==> src/hdl/cxp_consts.svh <==
// cxp_consts.svh: offsets, status codes and counts for the coprocessor port
// assumes inclusion by bare name from design files
`ifndef CXP_CONSTS_SVH
`define CXP_CONSTS_SVH
// bus cycle status codes
`define CXP_ST_IDLE      4'h0
`define CXP_ST_TMPL_1ST  4'hd
`define CXP_ST_TMPL_NXT  4'hc
`define CXP_ST_TO_CPU    4'he
`define CXP_ST_MEM_XFER  4'ha
`define CXP_ST_REFRESH   4'h1
// template fields: id in [31:30], op in [29:28], count-1 in [27:24]
`define CXP_TF_ID_HI     31
`define CXP_TF_ID_LO     30
`define CXP_TF_OP_HI     29
`define CXP_TF_OP_LO     28
`define CXP_TF_CNT_HI    27
`define CXP_TF_CNT_LO    24
`define CXP_MAX_BYTES    16
// apb register byte offsets (controller side)
`define CXP_REG_CTRL     12'h000
`define CXP_REG_TADDR    12'h004
`define CXP_REG_DADDR    12'h008
`define CXP_REG_STATUS   12'h00c
`define CXP_REG_RDATA    12'h010
// ctrl bits
`define CXP_CTRL_GO      0
`define CXP_CTRL_PRESENT 1
`define CXP_CTRL_RESET   32'h0000_0000
// bus timing: data strobe cycles of one bus cycle (strobe and end phases)
`define CXP_STROBE_CYC   2
`endif

==> src/hdl/cxp_pkg.sv <==
// cxp_pkg.sv: types used by the processor end of the coprocessor port
// assumes nothing beyond a SystemVerilog compiler
`default_nettype none
package cxp_pkg;
  // extended operation classes from the template op field
  typedef enum logic [1:0] {
    CXP_OP_INTERNAL = 2'h0,
    CXP_OP_TO_CPU   = 2'h1,
    CXP_OP_MEM_RD   = 2'h2,
    CXP_OP_MEM_WR   = 2'h3
  } cxp_op_t;
endpackage
`default_nettype wire

==> src/hdl/cxp_bus_if.sv <==
// cxp_bus_if.sv: shared system bus between processor and coprocessors
// assumes the bench resolves ad wire from the enables
`default_nettype none
interface cxp_bus_if;
  logic [15:0] adr;            // address, valid while addr_strobe
  logic        addr_strobe;    // address valid pulse
  logic        data_strobe;    // data phase, active high here
  logic        byte_cycle;     // byte rather than word cycle
  logic        rd_cycle;       // read (into processor/coprocessor)
  logic [3:0]  bus_cycle_status;
  logic [15:0] cpu_ad_o;       // processor data drive
  logic        cpu_ad_oe;
  logic [15:0] cop_ad_o;       // coprocessor data drive
  logic        cop_ad_oe;
  logic [15:0] mem_ad_o;       // memory (bench) data drive
  logic        mem_ad_oe;
  logic [15:0] ad_i;           // resolved data lines
  logic        pause_n;        // hold, active low, wired-and
  modport cpu (output adr, addr_strobe, data_strobe, byte_cycle, rd_cycle,
               bus_cycle_status, cpu_ad_o, cpu_ad_oe,
               input ad_i, pause_n);
  modport cop (input adr, addr_strobe, data_strobe, byte_cycle, rd_cycle,
               bus_cycle_status, ad_i,
               output cop_ad_o, cop_ad_oe, pause_n);
endinterface
`default_nettype wire

==> src/hdl/cxp_cpu_end.sv <==
// cxp_cpu_end.sv: processor end, runs extended instructions over the bus
// assumes APB master on the user side and a coprocessor on the bus side
`include "cxp_consts.svh"
`default_nettype none
// Function
// - coprocessor drives or samples during data strobe
// - processor floats data lines in memory transfers
// - even template: word 1101, word 1100
// - odd template: byte 1101, two words 1100
// - odd template: coprocessor takes upper byte
// - template fetch always on external bus
// - internal operation: no further bus cycles
// - busy coprocessor asserts hold until done
// - hold suspends processor except refresh, request
// - internal operation still obeys asserted hold
// - to-processor transfer: word cycle status 1110
// - to-processor cycle reuses last template address
// - memory transfers use status 1010 after hold
// - at most sixteen bytes, count from template
// - even start: words, odd count ends byte
// - odd start: byte first, then even words
// - single byte: one byte cycle at start
// - memory data cycles always on external bus
// - coprocessor absent: trap, no template fetch
// - coprocessor watches bus and status lines
// - coprocessor answers only its two-bit id
module cxp_cpu_end (
  // clock and reset
  input  wire logic        ref_clk,
  input  wire logic        resetn,
  // apb slave
  input  wire logic        psel,
  input  wire logic        penable,
  input  wire logic        pwrite,
  input  wire logic [11:0] paddr,
  input  wire logic [31:0] pwdata,
  output logic      [31:0] prdata,
  output logic             pready,
  output logic             pslverr,
  // shared bus
  cxp_bus_if.cpu           bus,
  // template data supplied by memory model via bench
  input  wire logic [31:0] template_word,
  input  wire logic [15:0] write_data,
  // refresh request, serviced only in the S_HOLD wait, held or not
  input  wire logic        refresh_req
);
  typedef enum logic [6:0] {
    S_IDLE  = 7'b000_0001,
    S_TRAP  = 7'b000_0010,
    S_TMPL  = 7'b000_0100,
    S_HOLD  = 7'b000_1000,
    S_XFER  = 7'b001_0000,
    S_REFR  = 7'b010_0000,
    S_DONE  = 7'b100_0000
  } cxp_cst_t;

  cxp_cst_t    st_r;
  cxp_pkg::cxp_op_t op_r;
  logic [31:0] ctrl_r;
  logic [15:0] taddr_r, daddr_r, cur_adr_r, last_tadr_r;
  logic [15:0] rdata_r;
  logic [4:0]  left_r;          // bytes remaining, up to 16
  logic [1:0]  tidx_r;          // template cycle index
  logic [1:0]  ph_r;            // bus phase within a cycle
  logic        busy_r, trap_r, odd_t_r;

  // high when the current data cycle moves a single byte rather than a word
  function automatic logic cyc_is_byte(input logic [15:0] a,
                                       input logic [4:0] n);
    cyc_is_byte = a[0] | (n == 5'd1);
  endfunction

  // a write takes effect only at the access edge, where pready is high
  wire wr_w = psel && penable && pready && pwrite;
  wire go_w = wr_w && paddr == `CXP_REG_CTRL
              && pwdata[`CXP_CTRL_GO] && !busy_r;
  wire end_w = ph_r == 2'd2;   // last phase of a bus cycle

  //////////////////////////////////////////////////////////////////////////
  // apb register file, single cycle answer
  always_ff @(posedge ref_clk) begin
    if (!resetn) begin
      ctrl_r  <= `CXP_CTRL_RESET;
      taddr_r <= 16'h0000;
      daddr_r <= 16'h0000;
      prdata  <= 32'h0000_0000;
      pready  <= 1'b0;
      pslverr <= 1'b0;
    end else begin
      pready  <= psel && !penable;
      pslverr <= 1'b0;
      if (psel && !penable) begin
        case (paddr)
          `CXP_REG_CTRL:   prdata <= ctrl_r;
          `CXP_REG_TADDR:  prdata <= {16'h0000, taddr_r};
          `CXP_REG_DADDR:  prdata <= {16'h0000, daddr_r};
          `CXP_REG_STATUS: prdata <= {29'h0, trap_r, bus.pause_n, busy_r};
          `CXP_REG_RDATA:  prdata <= {16'h0000, rdata_r};
          default: begin
            prdata  <= 32'h0000_0000;
            pslverr <= 1'b1;
          end
        endcase
      end
      if (wr_w) begin
        case (paddr)
          `CXP_REG_CTRL:  ctrl_r  <= {pwdata[31:1], 1'b0}; // go self clears
          `CXP_REG_TADDR: taddr_r <= pwdata[15:0];
          `CXP_REG_DADDR: daddr_r <= pwdata[15:0];
          default: ;
        endcase
      end
    end
  end

  //////////////////////////////////////////////////////////////////////////
  // sequencer: template fetch, hold, data cycles
  always_ff @(posedge ref_clk) begin
    if (!resetn) begin
      st_r <= S_IDLE; busy_r <= 1'b0; trap_r <= 1'b0;
      ph_r <= 2'd0; tidx_r <= 2'd0; left_r <= 5'd0;
      cur_adr_r <= 16'h0000; last_tadr_r <= 16'h0000;
      op_r <= cxp_pkg::CXP_OP_INTERNAL; odd_t_r <= 1'b0;
      rdata_r <= 16'h0000;
    end else begin
      case (st_r)
        S_IDLE: if (go_w) begin
          busy_r <= 1'b1;
          if (!pwdata[`CXP_CTRL_PRESENT]) begin
            trap_r <= 1'b1;
            st_r   <= S_DONE;
          end else begin
            trap_r    <= 1'b0;
            cur_adr_r <= taddr_r;
            odd_t_r   <= taddr_r[0];
            tidx_r    <= 2'd0;
            ph_r      <= 2'd0;
            st_r      <= S_TMPL;
          end
        end
        S_TMPL: begin
          ph_r <= end_w ? 2'd0 : ph_r + 2'd1;
          if (end_w) begin
            last_tadr_r <= cur_adr_r;
            cur_adr_r   <= cur_adr_r + (cur_adr_r[0] ? 16'd1 : 16'd2);
            tidx_r      <= tidx_r + 2'd1;
            if (tidx_r == (odd_t_r ? 2'd2 : 2'd1)) begin
              op_r   <= cxp_pkg::cxp_op_t'(template_word[`CXP_TF_OP_HI:
                                                         `CXP_TF_OP_LO]);
              left_r <= {1'b0, template_word[`CXP_TF_CNT_HI:
                                             `CXP_TF_CNT_LO]} + 5'd1;
              st_r   <= S_HOLD;
            end
          end
        end
        S_HOLD: begin
          ph_r <= 2'd0;
          if (refresh_req) st_r <= S_REFR;
          else if (bus.pause_n) begin
            if (op_r == cxp_pkg::CXP_OP_INTERNAL) st_r <= S_DONE;
            else begin
              if (op_r == cxp_pkg::CXP_OP_TO_CPU)
                cur_adr_r <= last_tadr_r;
              else
                cur_adr_r <= daddr_r;
              st_r <= S_XFER;
            end
          end
        end
        S_REFR: begin                  // refresh cycle, then back to wait
          ph_r <= end_w ? 2'd0 : ph_r + 2'd1;
          if (end_w) st_r <= S_HOLD;
        end
        S_XFER: begin
          ph_r <= end_w ? 2'd0 : ph_r + 2'd1;
          if (end_w) begin
            if (op_r == cxp_pkg::CXP_OP_TO_CPU) begin
              rdata_r <= bus.ad_i;
              st_r    <= S_DONE;
            end else begin
              cur_adr_r <= cur_adr_r +
                (cyc_is_byte(cur_adr_r, left_r) ? 16'd1 : 16'd2);
              left_r <= left_r -
                (cyc_is_byte(cur_adr_r, left_r) ? 5'd1 : 5'd2);
              if (left_r <= 5'd2 && !(cur_adr_r[0] && left_r == 5'd2))
                st_r <= S_DONE;
            end
          end
        end
        S_DONE: begin
          busy_r <= 1'b0;
          st_r   <= S_IDLE;
        end
        default: st_r <= S_IDLE;
      endcase
    end
  end

  //////////////////////////////////////////////////////////////////////////
  // bus pin drive, all registered
  always_ff @(posedge ref_clk) begin
    if (!resetn) begin
      bus.adr <= 16'h0000; bus.addr_strobe <= 1'b0;
      bus.data_strobe <= 1'b0; bus.byte_cycle <= 1'b0;
      bus.rd_cycle <= 1'b0; bus.bus_cycle_status <= `CXP_ST_IDLE;
      bus.cpu_ad_o <= 16'h0000; bus.cpu_ad_oe <= 1'b0;
    end else begin
      bus.addr_strobe <= 1'b0;
      bus.data_strobe <= 1'b0;
      bus.cpu_ad_oe   <= 1'b0;
      bus.bus_cycle_status <= `CXP_ST_IDLE;
      if (st_r == S_TMPL || st_r == S_XFER || st_r == S_REFR) begin
        bus.adr          <= cur_adr_r;
        bus.addr_strobe  <= ph_r == 2'd0;
        bus.data_strobe  <= ph_r != 2'd0;
        bus.rd_cycle     <= !(st_r == S_XFER &&
                              op_r == cxp_pkg::CXP_OP_MEM_WR);
        bus.byte_cycle   <= 1'b0;
        if (st_r == S_TMPL) begin
          bus.bus_cycle_status <= tidx_r == 2'd0 ? `CXP_ST_TMPL_1ST
                                                 : `CXP_ST_TMPL_NXT;
          bus.byte_cycle <= cur_adr_r[0] && tidx_r == 2'd0;
        end else if (st_r == S_REFR)
          bus.bus_cycle_status <= `CXP_ST_REFRESH;
        else if (op_r == cxp_pkg::CXP_OP_TO_CPU)
          bus.bus_cycle_status <= `CXP_ST_TO_CPU;
        else begin
          bus.bus_cycle_status <= `CXP_ST_MEM_XFER;
          bus.byte_cycle <= cyc_is_byte(cur_adr_r, left_r);
        end
        // float data lines in memory transfers
        bus.cpu_ad_oe <= 1'b0;
      end
    end
  end
endmodule
`default_nettype wire

==> src/flat_wrapper.sv <==
// flat-port wrapper written by rule: the top's interface ports become plain ports
module cxp_cpu_end_flat 
  (ref_clk, resetn, psel, penable, pwrite, paddr, pwdata, prdata, pready, pslverr, template_word, write_data, refresh_req, bus_adr, bus_addr_strobe, bus_data_strobe, bus_byte_cycle, bus_rd_cycle, bus_bus_cycle_status, bus_cpu_ad_o, bus_cpu_ad_oe, bus_ad_i, bus_pause_n);
  cxp_bus_if bus_i ();
  input  wire logic ref_clk;
  input  wire logic resetn;
  input  wire logic psel;
  input  wire logic penable;
  input  wire logic pwrite;
  input  wire logic [11:0] paddr;
  input  wire logic [31:0] pwdata;
  output logic      [31:0] prdata;
  output logic pready;
  output logic pslverr;
  input  wire logic [31:0] template_word;
  input  wire logic [15:0] write_data;
  input  wire logic refresh_req;
  output wire logic [$bits(bus_i.adr)-1:0] bus_adr;
  output wire logic [$bits(bus_i.addr_strobe)-1:0] bus_addr_strobe;
  output wire logic [$bits(bus_i.data_strobe)-1:0] bus_data_strobe;
  output wire logic [$bits(bus_i.byte_cycle)-1:0] bus_byte_cycle;
  output wire logic [$bits(bus_i.rd_cycle)-1:0] bus_rd_cycle;
  output wire logic [$bits(bus_i.bus_cycle_status)-1:0] bus_bus_cycle_status;
  output wire logic [$bits(bus_i.cpu_ad_o)-1:0] bus_cpu_ad_o;
  output wire logic [$bits(bus_i.cpu_ad_oe)-1:0] bus_cpu_ad_oe;
  input wire logic [$bits(bus_i.ad_i)-1:0] bus_ad_i;
  input wire logic [$bits(bus_i.pause_n)-1:0] bus_pause_n;
  assign bus_adr = bus_i.adr;
  assign bus_addr_strobe = bus_i.addr_strobe;
  assign bus_data_strobe = bus_i.data_strobe;
  assign bus_byte_cycle = bus_i.byte_cycle;
  assign bus_rd_cycle = bus_i.rd_cycle;
  assign bus_bus_cycle_status = bus_i.bus_cycle_status;
  assign bus_cpu_ad_o = bus_i.cpu_ad_o;
  assign bus_cpu_ad_oe = bus_i.cpu_ad_oe;
  assign bus_i.ad_i = bus_ad_i;
  assign bus_i.pause_n = bus_pause_n;
  cxp_cpu_end u_core (.ref_clk(ref_clk), .resetn(resetn), .psel(psel), .penable(penable), .pwrite(pwrite), .paddr(paddr), .pwdata(pwdata), .prdata(prdata), .pready(pready), .pslverr(pslverr), .bus(bus_i), .template_word(template_word), .write_data(write_data), .refresh_req(refresh_req));
endmodule
==> config.mk <==
export PLATFORM = sky130hd
export DESIGN_NAME = cxp_cpu_end_flat
export DESIGN_NICKNAME = d
export VERILOG_FILES = /design/src/hdl/cxp_pkg.sv /design/src/hdl/cxp_bus_if.sv /design/src/hdl/cxp_cpu_end.sv /design/src/flat_wrapper.sv
export VERILOG_INCLUDE_DIRS = /design/src /design/src/hdl
export SDC_FILE = /design/constraint.sdc
export NUM_CORES = 1
export LEC_CHECK = 0
export ABC_AREA = 1
export ABC_CLOCK_PERIOD_IN_PS = 4000
export BUFFER_PORTS_ARGS = -buffer_cell sky130_fd_sc_hd__buf_2
export CORE_UTILIZATION = 40
export DETAILED_ROUTE_END_ITERATION = 7
export GPL_TIMING_DRIVEN = 0
export SETUP_SLACK_MARGIN = 0.1
export SYNTH_ARGS = -nofsm -noshare
export SYNTH_HDL_FRONTEND = slang
export SYNTH_SLANG_ARGS = --single-unit
==> constraint.sdc <==
create_clock -name ref_clk -period 4 [get_ports ref_clk]
set_clock_uncertainty 0.1 [all_clocks]
set_input_delay 0.2 -clock ref_clk [delete_from_list [all_inputs] [get_ports ref_clk]]
set_output_delay 0.2 -clock ref_clk [all_outputs]
set_load 0.1 [all_outputs]
Word level (Yosys, flattened, before mapping)
Cells that the tools add are included.
{"block": "totals", "input_bits": 115, "wordCells": 153, "ff_bits": 190}
{"block": "op_classes", "addsub": 6, "order_cmp": 1, "n_bitwise": 1, "n_reduce_logical": 45, "eq_ne": 28, "mux": 49}
{"operator": "$pmux 32 s5", "count": 1}
{"operator": "$mux 16", "count": 9}
{"operator": "$mux 7", "count": 11}
{"operator": "$pmux 16 s4", "count": 1}
{"operator": "$pmux 7 s5", "count": 1}
{"operator": "$add 16x16->16", "count": 2}
{"operator": "$eq 12x4->1 const B", "count": 2}
{"operator": "$mux 5", "count": 4}
{"operator": "$mux 2", "count": 8}
{"operator": "$reduce_and 2->1", "count": 8}
{"operator": "$eq 12x3->1 const B", "count": 1}
{"operator": "$eq 12x5->1 const B", "count": 1}
{"operator": "$logic_not 12->1", "count": 1}
{"operator": "$reduce_and 3->1", "count": 4}
{"operator": "$logic_and 1x1->1", "count": 11}
{"operator": "$ne 2x1->1 const B", "count": 5}
{"operator": "$ne 2x2->1 const B", "count": 5}
{"operator": "$pmux 5 s2", "count": 1}
{"operator": "$reduce_and 9->1", "count": 1}
{"operator": "$mux 4", "count": 2}
{"operator": "$reduce_bool 2->1", "count": 4}
{"operator": "$eq 7x1->1 const B", "count": 1}
{"operator": "$eq 7x3->1 const B", "count": 1}
{"operator": "$eq 7x4->1 const B", "count": 1}
{"operator": "other kinds (30)", "count": 44}

Depth between registers and ports, before layout
{"block": "logic_depth", "ltp_word": 8, "ltp_mapped": 18, "mapped_depth_nobuf": 18}

Worst setup path before layout
OpenSTA, ideal clock, no wires.
{"block": "synth_timing", "kind": "flip-flop to flip-flop", "from": "register u_core.st_r[0]", "to": "register u_core.cur_adr_r[11]", "slack_ns": 1.822, "n_path_buf": 0, "arrival_ns": 1.965, "path_stages_with_launch": 17, "required_ns": 3.787, "path_cell_list": "dfxtp_1 nor2_2 nand3_4 a21oi_1 inv_1 ha_1 nand3_1 nand2_1 nand3_1 inv_1 nand2_1 nand2_1 nor2_1 nor2_1 nand2_1 nand2_1 nor2_1"}
{"block": "synth_via", "elab_chain_len": 3, "word_cells_on_any_way": 15, "cone_classes": "12 x eq/ne; 1 x mux; 2 x reduce/logical"}
{"element": "start, declared", "line_no": "cxp_cpu_end.sv:58", "rtl": "cxp_cst_t st_r;"}
{"element": "start signal, assigned", "line_no": "cxp_cpu_end.sv:121", "rtl": "st_r <= S_IDLE; busy_r <= 1'b0; trap_r <= 1'b0;"}
{"element": "start signal, assigned", "line_no": "cxp_cpu_end.sv:132", "rtl": "st_r <= S_DONE;"}
{"element": "start signal, assigned", "line_no": "cxp_cpu_end.sv:139", "rtl": "st_r <= S_TMPL;"}
{"element": "$eq 7x4->1, or another cell as far along", "line_no": "cxp_cpu_end.sv:127", "rtl": "case (st_r)"}
{"element": "$ne 2x2->1 (no source line), or another cell as far along"}
{"element": "$reduce_and 9->1 (no source line)"}
{"element": "end signal, assigned", "line_no": "cxp_cpu_end.sv:135", "rtl": "cur_adr_r <= taddr_r;"}
{"element": "end signal, assigned", "line_no": "cxp_cpu_end.sv:146", "rtl": "cur_adr_r <= cur_adr_r + (cur_adr_r[0] ? 16'd1 : 16'd2);"}
{"element": "end signal, assigned", "line_no": "cxp_cpu_end.sv:164", "rtl": "cur_adr_r <= last_tadr_r;"}
{"element": "end, declared", "line_no": "cxp_cpu_end.sv:61", "rtl": "logic [15:0] taddr_r, daddr_r, cur_adr_r, last_tadr_r;"}
Parallel ways exist; a longest one is shown, timed or not.
A chain may end at the register's enable or synchronous reset.

Final worst setup path
Ends and elaborated chain as after synthesis.

==> run summary <==
### Worst setup path
* data required time at the worst endpoint: 4250 ps
* end of the critical path: u_core.cur_adr_r[11]$_SDFFE_PN0P_
* startpoint type of the worst setup path: flip-flop
* most frequent cell on the critical path: sky130_fd_sc_hd__nand2_1
* FF-to-FF path depth: 16
* top cell family by delay on the critical path: simple AND/OR/NAND/NOR gates
* CP max-delay cell: sky130_fd_sc_hd__dfxtp_1
* worst flop-to-flop path startpoint: u_core.st_r[0]$_SDFFE_PN1P_
* type of the worst setup path: flip-flop to flip-flop
* list of cells traversed by the critical path: nor2_2, nand3_4, a21oi_1, inv_1, ha_1, nand3_1, nand2_1, nand3_1, inv_1, nand2_1, nand2_1, nor2_1, nor2_1, nand2_1, nand2_1, nor2_1
* path length in cells of the critical path: 16
* Critical Path Sink Type: flip-flop
* largest stage delay on the critical path: 330 ps
* worst-path maximum fanout: 10
* terminus of the critical flop-to-flop path: u_core.cur_adr_r[11]$_SDFFE_PN0P_
* worst reg2reg setup slack: 1380 ps
* Crit path buffers/inverters: 2
* Arr. time, crit path: 2870 ps
* first element of the critical path: u_core.st_r[0]$_SDFFE_PN1P_

### Cells and area
* layout overhead on the synthesized area: 25.43%
* top library cells by usage in the layout, fill and taps aside: sky130_fd_sc_hd__nand2_1 (255), sky130_fd_sc_hd__dfxtp_1 (189), sky130_fd_sc_hd__o21ai_0 (161)
* number of antenna diodes: 0
* ratio of cells with drive above 1 in the final layout: 16.23%
* Final Non-Filler Cells: 1735
* leading cell type in the layout, fill and taps excluded: sky130_fd_sc_hd__nand2_1
* nets@finish: 1568

### Timing
* setup_tns: 0 ps
* max-slew violation count: 0
* fin crit share: 65.41%
* unrepaired setup endpoints after global routing: no
* Max Clk Rate: 382.2 MHz
* min cycle time layout: 2616 ps
* worst-case headroom to the max-slew limit: 46.10%
* minimum hold slack: 24.47 ps
* final-report setup violation count: 0
* Final Hold Violating Endpoints: 0
* slew at the pin with the worst max-slew slack: 808.6 ps
* post-route setup slack: 1384 ps

### Pwr
* peak supply drop: 0.3612 mV
* overall power consumption: 5.808 mW
* P_leak: 4.839 nW
* areal power density over the cells: 536.5 nW/um^2

### Synthesis
* synthesized instance count: 1233
* cell types occupying the most area after synthesis: sky130_fd_sc_hd__dfxtp_1 (44%), sky130_fd_sc_hd__nand2_1 (11%), sky130_fd_sc_hd__o21ai_0 (9.3%)
* number of distinct library cell variants in the gate-level netlist after synthesis: 40
* biggest area consumer among synthesized cells: sky130_fd_sc_hd__dfxtp_1
* post-synth top area share: 43.85%
* Seq/Total Area, Yosys: 43.85%
* synthesized cell area: 8630 sq um
* total of flip-flops plus latches after synthesis: 189
* mean cell area of the mapped netlist: 6.999 sq um
* synth warn: 0

### Global route
* All-Layer GR Usage: 25.03%
* antenna violations before repair: 0
* largest net degree at the start of global routing: 24
* vias in the first global route: 8278
* global-route wire length before repair: 42.75 mm
* total grt overflow: 0

### Place
* # placed instances: 1653
* count of input and output buffers: 129
* Place WS: 1436 ps
* placer congestion estimate: 0.8684
* detailed placer's ending HPWL: 20.57 mm

### CTS
* H-tree depth: 4
* cell at the root of the clock tree: sky130_fd_sc_hd__clkbuf_16
* clock buffers created by TritonCTS: 17
* post-cts resize count: 0
* number of sinks handled by clock tree synthesis: 189
* number of buffers inserted to repair setup after CTS: 0
* clock input transition at the sequential cells of the worst setup and hold paths: 80 ps
* clock buffer depth: 2
* TritonCTS clock tree: built
* source-to-sink clock delay at the later pin of the worst-skew pair: 450 ps

### Die
* Die X-Extent: 148.9 um
* count of standard-cell rows: 53
* height of the die: 148.9 um
* number of top-level pins: 190
* Die Footprint: 22170 sq um
* starting utilization of the core area: 40.92%
* CORE AREA: 21090 sq um

### Route
* DR vias/cell: 5.067
* overall routed net length: 27.32 mm
* Post-route DRC: 0
* first-pass iteration count of the detailed router: 8
* violation count after the first detailed-route iteration: 603
* number of nets with antenna violations after detailed routing: 0
* Routed wire per std cell: 15.75 um
* number of vias in the routed layout: 8792

### Run
* max-cap violations: 0

### Worst hold path
* type of the tightest min-delay check: input port to flip-flop

### Run status
* outcome: finished, final reports clean

==> cell type report <==
type                            instances  area [sq um]
Fill cell                            2143         10260
Multi-Input combinational cell        871          4083
Sequential cell                       189          3784
Timing Repair Buffer                  179          1146
Clock buffer                           17         425.4
Inverter                              111         419.2
Buffer                                 78         404.1
Tap cell                              275         344.1
Clock inverter                         15         219.0
==> flip-flops by register name, summed over array words and instances (netlist names), 2 cells and up <==
| signal | cells |
|---|---|
| u_core.bus.adr | 16 |
| u_core.op_r | 2 |
| u_core.rdata_r | 16 |
| u_core.prdata | 32 |
| u_core.tidx_r | 2 |
| u_core.daddr_r | 16 |
| u_core.ph_r | 2 |
| u_core.taddr_r | 16 |
| u_core.st_r | 6 |
| u_core.last_tadr_r | 16 |
| u_core.ctrl_r | 31 |
| u_core.left_r | 5 |
| u_core.cur_adr_r | 16 |
| u_core.bus.bus_cycle_status | 4 |
==> synthesized netlist by cell type (all sizes together) <==
cell type and n:
a21oi 153, a31oi 1, buf 42, clkbuf 36, clkinv 1, conb 1, dfxtp 189, ha 6
inv 110, mux2i 1, nand2 260, nand3 44, nand3b 4, nand4 28, nor2 161, nor3 11
nor3b 1, o211ai 7, o21ai 162, o22ai 3, o311ai 1, o31ai 1, or2 8, xnor2 1
xor2 1
==> stage by stage <==
| step | area (sq um) | utilization, % |
|---|---|---|
| floorplan | 8690 | - |
| global placement | 9679 | 45.90 |
| detailed placement | 9679 | 45.90 |
| CTS | 10820 | 51.33 |
| global route | 10820 | 51.33 |
| finish | 10820 | 51.33 |
==> tightest hold or removal path: cells and delay by family <==
kind            cells  cell delay (ps)
buf+inv             2              220
compound gates      1              120
==> report_power, final <==
group	internal, mW	switching [mW]
clock	0.882	0.941
combinational	0.515	1.31
sequential	2.03	0.128
total	3.43	2.38
==> metal layers <==
| layer | track usage (%) | share of wire (%) |
|---|---|---|
| met3 | 4.679 | 5.0 |
| met5 | 0 | 0 |
| met4 | 5.765 | 1.2 |
| met1 | 32.32 | 45 |
| met2 | 42.95 | 48 |
==> what timing repair did <==
action / 4_1_cts / 5_1_grt
hold endpoints to repair: 78 / 0
hold buffers: 50 / 0
setup endpoints to repair: 0 / 0
==> worst min-delay path by stage <==
stage,from,slack [ps],cells after the start,end
2_1_floorplan,pwdata[16],230,2,u_core.ctrl_r[16]$_SDFFE_PN0P_
5_1_grt,pwdata[1],50,3,u_core.ctrl_r[1]$_SDFFE_PN0P_
3_5_place_dp,pwdata[28],330,3,u_core.ctrl_r[28]$_SDFFE_PN0P_
3_3_place_gp,pwdata[25],320,3,u_core.ctrl_r[25]$_SDFFE_PN0P_
4_1_cts,pwdata[1],20,3,u_core.ctrl_r[1]$_SDFFE_PN0P_
6_report,pwdata[1],20,3,u_core.ctrl_r[1]$_SDFFE_PN0P_
==> logic make-up (layout without fill, tap and decap cells) <==
kind of cell               after synthesis  count (layout)  share of synthesized area (%)
and+or+nand+nor                        517             517                          25.98
AOI/OAI and AO/OA                      328             328                          19.40
DFF                                    189             189                          43.85
buffers and inverters                  189             400                          9.540
adders and majority gates                6               6                         0.8699
xor gates and xnor gates                 2               2                         0.2030
other                                    1              17                        0.04346
muxes                                    1               1                         0.1160
Note: power is estimated with default switching activity, not from simulation.
